**src/i2c_pkg.sv**
```systemverilog
package i2c_pkg;
    localparam logic [6:0] DEV_ADDR = 7'h7E;
    localparam int BYTE_BITS = 8;
    localparam logic [7:0] PTR_RESET = 8'h00;
    localparam logic [3:0] BIT_CNT_RESET = 4'h0;
    localparam int SYNC_STAGES = 2;

    typedef enum logic [2:0]
    {
        ST_IDLE = 3'b000,
        ST_ADDR = 3'b001,
        ST_ADDR_ACK = 3'b011,
        ST_RX = 3'b010,
        ST_RX_ACK = 3'b110,
        ST_TX = 3'b111,
        ST_TX_ACK = 3'b101,
        ST_IGNORE = 3'b100
    } slave_state_t;

    typedef struct packed
    {
        logic we;
        logic [7:0] addr;
        logic [7:0] wdata;
    } reg_req_t;
endpackage : i2c_pkg

```
**src/line_sync.sv**
```systemverilog
`timescale 1ns/1ps
module line_sync
    import i2c_pkg::*;
#(
    parameter int WIDTH = 2
)
(
    input wire logic clk,
    input wire logic rst_n,
    input wire logic [WIDTH-1:0] async_in,
    output logic [WIDTH-1:0] sync_out
);
    logic [WIDTH-1:0] meta_reg;

    // refuse a width that leaves nothing to synchronise
    if (WIDTH < 1)
    begin : g_width_check
        $error("line_sync width must be positive");
    end

    // two flip-flops; the first is read only by the second
    always_ff @(posedge clk or negedge rst_n)
    begin
        if (!rst_n)
        begin
            meta_reg <= {WIDTH{1'b1}};
            sync_out <= {WIDTH{1'b1}};
        end
        else
        begin
            meta_reg <= async_in;
            sync_out <= meta_reg;
        end
    end
endmodule : line_sync

```
**src/i2c_slave_regs.sv**
```systemverilog
// Behaviour
// [RULE_01] a read opens with start, the device address and a write direction bit of zero.
// [RULE_02] the device acknowledges the address byte only when the seven address bits match its own.
// [RULE_03] the byte after an acknowledged write address is acknowledged and loaded as the register pointer.
// [RULE_04] a read continues with a repeated start and the device address with direction bit one.
// [RULE_05] on a matching read address the device acknowledges and sends the register under the pointer.
// [RULE_06] each byte the master acknowledges advances the pointer and the next register is sent.
// [RULE_07] the master ends a read with a not-acknowledge and stop; the device stops sending on it.
// [RULE_08] a write is address, pointer and data bytes, each acknowledged, to successive registers until stop.
// [RULE_09] the device answers only its own fixed seven-bit address.
// [RULE_10] a data line change while the clock is high mid transfer aborts the transaction.
// [RULE_11] bytes are eight bits, most significant first, each followed by an acknowledge slot.
// [RULE_12] on an address mismatch the data line stays released and the pointer is kept.
`timescale 1ns/1ps
module i2c_slave_regs
    import i2c_pkg::*;
#(
    parameter logic [6:0] SLAVE_ADDR = DEV_ADDR
)
(
    input wire logic clk,
    input wire logic rst_n,
    input wire logic scl_in,
    input wire logic sda_in,
    output logic sda_out,
    output logic sda_oe_n,
    output reg_req_t reg_req,
    output logic reg_req_valid,
    output logic reg_rd_strobe,
    input wire logic [7:0] reg_rdata,
    output logic [7:0] reg_ptr,
    output logic busy
);
    logic [1:0] line_sync_out;
    logic scl_s;
    logic sda_s;
    logic scl_d_reg;
    logic sda_d_reg;
    logic scl_rise;
    logic scl_fall;
    logic start_det;
    logic stop_det;
    slave_state_t state_reg;
    logic [3:0] bit_cnt_reg;
    logic [7:0] shift_reg;
    logic [7:0] tx_reg;
    logic ptr_loaded_reg;
    logic drive_low_reg;
    logic master_ack_reg;
    logic dir_read_reg;

    line_sync #(.WIDTH(2)) u_sync
    (
        .clk(clk),
        .rst_n(rst_n),
        .async_in({scl_in, sda_in}),
        .sync_out(line_sync_out)
    );

    assign scl_s = line_sync_out[1];
    assign sda_s = line_sync_out[0];

    always_ff @(posedge clk or negedge rst_n)
    begin
        if (!rst_n)
        begin
            scl_d_reg <= 1'b1;
            sda_d_reg <= 1'b1;
        end
        else
        begin
            scl_d_reg <= scl_s;
            sda_d_reg <= sda_s;
        end
    end

    // edge and condition detection on the sampled lines
    assign scl_rise = scl_s && !scl_d_reg;
    assign scl_fall = !scl_s && scl_d_reg;
    assign start_det = scl_s && scl_d_reg && sda_d_reg && !sda_s;
    assign stop_det = scl_s && scl_d_reg && !sda_d_reg && sda_s;

    // main protocol sequencer
    always_ff @(posedge clk or negedge rst_n)
    begin
        if (!rst_n)
        begin
            state_reg <= ST_IDLE;
            bit_cnt_reg <= BIT_CNT_RESET;
            shift_reg <= 8'h00;
            tx_reg <= 8'h00;
            reg_ptr <= PTR_RESET;
            ptr_loaded_reg <= 1'b0;
            drive_low_reg <= 1'b0;
            master_ack_reg <= 1'b0;
            dir_read_reg <= 1'b0;
            reg_req <= '0;
            reg_req_valid <= 1'b0;
            reg_rd_strobe <= 1'b0;
        end
        else
        begin
            reg_req_valid <= 1'b0;
            reg_rd_strobe <= 1'b0;
            if (start_det)
            begin
                // start or repeated start: fresh address phase
                state_reg <= ST_ADDR;
                bit_cnt_reg <= BIT_CNT_RESET;
                drive_low_reg <= 1'b0;
            end
            else if (stop_det)
            begin
                // stop, or a rising data change with clock high mid byte, ends everything; a falling one is taken as a start above
                state_reg <= ST_IDLE; // RULE_10
                drive_low_reg <= 1'b0;
            end
            else
            begin
                unique case (state_reg)
                    ST_IDLE, ST_IGNORE:
                    begin
                        drive_low_reg <= 1'b0; // RULE_12
                    end
                    ST_ADDR, ST_RX:
                    begin
                        if (scl_rise)
                        begin
                            shift_reg <= {shift_reg[6:0], sda_s}; // RULE_11
                            bit_cnt_reg <= bit_cnt_reg + 4'h1;
                        end
                        else if (scl_fall && bit_cnt_reg == 4'(BYTE_BITS))
                        begin
                            bit_cnt_reg <= BIT_CNT_RESET;
                            if (state_reg == ST_ADDR)
                            begin
                                if (shift_reg[7:1] == SLAVE_ADDR) // RULE_02 RULE_09
                                begin
                                    drive_low_reg <= 1'b1;
                                    dir_read_reg <= shift_reg[0];
                                    state_reg <= ST_ADDR_ACK;
                                    if (!shift_reg[0])
                                    begin
                                        ptr_loaded_reg <= 1'b0; // RULE_01
                                    end
                                end
                                else
                                begin
                                    state_reg <= ST_IGNORE; // RULE_12
                                end
                            end
                            else
                            begin
                                drive_low_reg <= 1'b1;
                                state_reg <= ST_RX_ACK;
                                if (!ptr_loaded_reg)
                                begin
                                    reg_ptr <= shift_reg; // RULE_03
                                    ptr_loaded_reg <= 1'b1;
                                end
                                else
                                begin
                                    reg_req.we <= 1'b1; // RULE_08
                                    reg_req.addr <= reg_ptr;
                                    reg_req.wdata <= shift_reg;
                                    reg_req_valid <= 1'b1;
                                    reg_ptr <= reg_ptr + 8'h01;
                                end
                            end
                        end
                    end
                    ST_ADDR_ACK, ST_RX_ACK:
                    begin
                        if (scl_fall)
                        begin
                            if (state_reg == ST_ADDR_ACK && dir_read_reg)
                            begin
                                tx_reg <= reg_rdata; // RULE_04 RULE_05
                                reg_rd_strobe <= 1'b1;
                                drive_low_reg <= !reg_rdata[7];
                                bit_cnt_reg <= 4'h1;
                                state_reg <= ST_TX;
                            end
                            else
                            begin
                                drive_low_reg <= 1'b0;
                                state_reg <= ST_RX;
                            end
                        end
                    end
                    ST_TX:
                    begin
                        if (scl_fall)
                        begin
                            if (bit_cnt_reg == 4'(BYTE_BITS))
                            begin
                                drive_low_reg <= 1'b0;
                                bit_cnt_reg <= BIT_CNT_RESET;
                                state_reg <= ST_TX_ACK;
                            end
                            else
                            begin
                                drive_low_reg <= !tx_reg[3'(7 - bit_cnt_reg)]; // RULE_11
                                bit_cnt_reg <= bit_cnt_reg + 4'h1;
                            end
                        end
                    end
                    ST_TX_ACK:
                    begin
                        if (scl_rise)
                        begin
                            master_ack_reg <= !sda_s;
                            if (!sda_s)
                            begin
                                reg_ptr <= reg_ptr + 8'h01; // RULE_06
                            end
                        end
                        else if (scl_fall)
                        begin
                            if (master_ack_reg)
                            begin
                                tx_reg <= reg_rdata; // RULE_06
                                reg_rd_strobe <= 1'b1;
                                drive_low_reg <= !reg_rdata[7];
                                bit_cnt_reg <= 4'h1;
                                state_reg <= ST_TX;
                            end
                            else
                            begin
                                drive_low_reg <= 1'b0; // RULE_07
                                state_reg <= ST_IGNORE;
                            end
                        end
                    end
                endcase
            end
        end
    end

    // open-drain pin: output low, enable active low while pulling down
    assign sda_out = 1'b0;
    assign sda_oe_n = !drive_low_reg;
    assign busy = (state_reg != ST_IDLE);
endmodule : i2c_slave_regs

```
**config.mk**
```make
export PLATFORM = sky130hd
export DESIGN_NAME = i2c_slave_regs
export DESIGN_NICKNAME = d
export VERILOG_FILES = /design/src/i2c_pkg.sv /design/src/line_sync.sv /design/src/i2c_slave_regs.sv
export SDC_FILE = /design/constraint.sdc
export NUM_CORES = 1
export LEC_CHECK = 0
export BUFFER_PORTS_ARGS = -buffer_cell sky130_fd_sc_hd__buf_2
export CAP_MARGIN = 20
export CORE_MARGIN = 5
export CORE_UTILIZATION = 57
export DETAILED_ROUTE_END_ITERATION = 7
export PLACE_DENSITY = 0.83
export SLEW_MARGIN = 20
export SYNTH_ARGS = -nofsm -noshare
export SYNTH_HDL_FRONTEND = slang
export SYNTH_SLANG_ARGS = --single-unit
```
**constraint.sdc**
```tcl
create_clock -name clk -period 3.1 [get_ports clk]
set_input_delay 0.155 -clock clk [delete_from_list [all_inputs] [get_ports clk]]
set_output_delay 0.155 -clock clk [all_outputs]
set_load 0.005 [all_outputs]
```
==> results_dict.tcl <==
set metrics [dict create \
    nets 331 \
    route.detailed.drc 0 \
    cts_tree "done" \
    hold_depth 2 \
    worst_pin_slew_ps 802 \
    r2r-start "bit_cnt_reg[0]" \
    antennaDiodeCount 0 \
    hold_violations 0 \
    hp-class "in2reg" \
    wl_per_cell_um 16.2 \
    timing.rr.end "reg_ptr[3]" \
    fin_setup_tns_ps 0 \
    yosys.area.top_type_share 0.456 \
    ys.warnings.count 0 \
    startpoint_type "flip-flop" \
    powerDensity_nw_per_um2 512 \
    yosys.cell_types.count 52 \
    vias_per_cell 5.88 \
    yosysTopAreaCell "dfrtp_1" \
    holdCritStartpoint "reg_rdata[6]" \
    max-slew-margin-rel 0.465 \
    timing.hold.ws_ps 43.2 \
    ios 42 \
    cp_cell_sequence "inv_1, ha_1, nand3b_1, or4b_4, a211oi_4, o21ai_1, a22o_1" \
    rsz0062_at_grt "false" \
    criticalPathCategory "reg2reg" \
    path_buf_inv 1 \
    reg2reg_slack_ps 480 \
    numPortBuffers 40 \
    synth_edf_count 0 \
    p_leak_nw 1.69 \
    crit_path_end_kind "flip-flop" \
    arrival_ps 2850 \
    crit_slowest_cell "a211oi_4" \
    die-area_um2 6730 \
    final_cell_mix "dfrtp_1, buf_2, nand2_1" \
    core_region_area_um2 5070 \
    grt.overflow.total 0 \
    clockBufferDepth 2 \
    synth-seq-cells 60 \
    syn_nets 285 \
    detail-route-antenna-nets 0 \
    grt_max_degree 36 \
    drt_pass1_iterations 6 \
    wl_um 6330 \
    grt_usage 0.215 \
    clock_sinks 60 \
    path_max_fanout 16 \
    synthCells 270 \
    synth_ff_type "dfrtp_1" \
    largest_register "reg_req" \
    clock.fmax_mhz 382 \
    setup_violations 0 \
    die_y_um 82.1 \
    finClkSkew_ps 5.54 \
    syn_area_per_cell_um2 11.0 \
    root_buffer "clkbuf_8" \
    async_flop_share 1.00 \
    clkTransAtPathRegs_ps 70 \
    initial_core_util 0.583 \
    slew_violations 0 \
    grt_pass1_vias 2206 \
    synthesis.area_um2 2960 \
    dr_total_vias 2299 \
    grt_first_pass_wirelength_um 10800 \
    h-tree-depth 3 \
    place_ws_ps 509 \
    cp_data_required_time_ps 3330 \
    areaGrowthSynthToFinish_pct 17.9 \
    hold_end "tx_reg[6]" \
    final_common_cell "dfrtp_1" \
    cts-resized-gates 0 \
    vdd_drop_max_v 0.000430 \
    fin_ws_ps 480 \
    p_total_mw 1.79 \
    dp_hpwl_um 4350 \
    die_w_um 82.1 \
    critPathTopFamily "compound AO/OA/AOI/OAI gates" \
    critical-path-max-stage-delay_ps 600 \
    period_share 0.845 \
    gp_congestion 0.953 \
    insertion_delay_ps 340 \
    maxCapViolations 0 \
    rows 26 \
    synth_seq_area_share 0.510 \
    drtIter0Drc 232 \
    largest_register_ffs 17 \
    reg2regPathDepth 7 \
    status "complete, no violations" \
    drive_above_1_share 0.302 \
    numCtsBuffers 9 \
    fin_crit_ps 2620 \
    synth_area_leaders "dfrtp_1, mux2_2, dfstp_2" \
    antenna_found_initial 0 \
]
==> power by group <==
| part | switching, mW | total [mW] | internal [mW] | leakage, nW |
|---|---|---|---|---|
| clock | 0.319 | 0.854 | 0.535 | 0.117 |
| combinational | 0.0520 | 0.0953 | 0.0433 | 0.756 |
| sequential | 0.0336 | 0.836 | 0.802 | 0.815 |
| total | 0.405 | 1.79 | 1.38 | 1.69 |
==> repair_timing <==
item                                   in CTS  in global routing
buffers inserted                            0                  0
setup endpoints to repair                   0                  0
endpoints found under the hold margin      29                  0
hold buffers                                3                  0
==> Yosys cell counts, types with 2 or more instances <==
cell type   n
nor3_1      2
nand2_1    25
a22oi_1     3
nand3b_1    4
inv_1       7
o31ai_1     4
a31oi_1     3
and3_1      4
dfstp_2     6
o22ai_1     2
or2_2       2
buf_4       2
or3_1       2
nor2_1     12
a21oi_1    13
mux2_2     23
o21ai_1     3
mux2_1     11
nor2b_1     4
clkbuf_1    9
mux2i_1     6
a21boi_0    2
nand3_1    17
dfrtp_1    54
o21ai_0    13
ha_1        3
nand4_1     3
a22o_1      2
o211ai_1    2
nand4b_1    4
nand2b_1    2
==> cell type report <==
type,instances,area [um^2]
sequential,60,1510
multi-input combinational,190,1360
inverter,7,26.3
clock buffer,10,128
clock inverter,6,111
fill,404,1590
timing repair buffer,48,268
tap,70,87.6
==> per-stage QoR <==
step / instances / cell area [um^2] / utilization
after global routing: 391 / 3490 / 0.688
final: 391 / 3490 / 0.688
after global placement: 372 / 3220 / 0.635
after floorplan: 270 / 2960 / -
after CTS: 391 / 3490 / 0.688
after detailed placement: 372 / 3220 / 0.635
==> metal layers <==
metal  GRT usage  vias to the layer above  share of wire
met2       0.317                       80           0.48
li1            -                     1072              -
met1       0.300                     1137           0.45
met5           0                        -              0
met4      0.0897                        0          0.014
met3      0.0581                       10          0.061
==> how the worst max path moves through the flow <==
stage	end	from	cells after the start	slack (ps)
after detailed placement	reg_ptr[3]	bit_cnt_reg[0]	7	510
after CTS	reg_ptr[3]	bit_cnt_reg[0]	7	510
final	reg_ptr[3]	bit_cnt_reg[0]	7	480
after floorplan	reg_req[8]	bit_cnt_reg[0]	8	760
after global placement	reg_ptr[3]	bit_cnt_reg[0]	7	610
after global routing	bit_cnt_reg[3]	bit_cnt_reg[0]	7	280
==> cell families (layout without fill, tap and decap cells) <==
logic type	after synthesis	count (layout)	share of synthesized area
buffers and inverters	20	71	0.0309
AO/OA/AOI/OAI	58	58	0.132
other	1	1	0.00127
AND/OR/NAND/NOR	85	85	0.150
multiplexers	41	41	0.157
flip-flops	60	60	0.510
XOR/XNOR	2	2	0.00592
adder cells (fa/ha/maj)	3	3	0.0127
(Power assumes the default switching activity.)
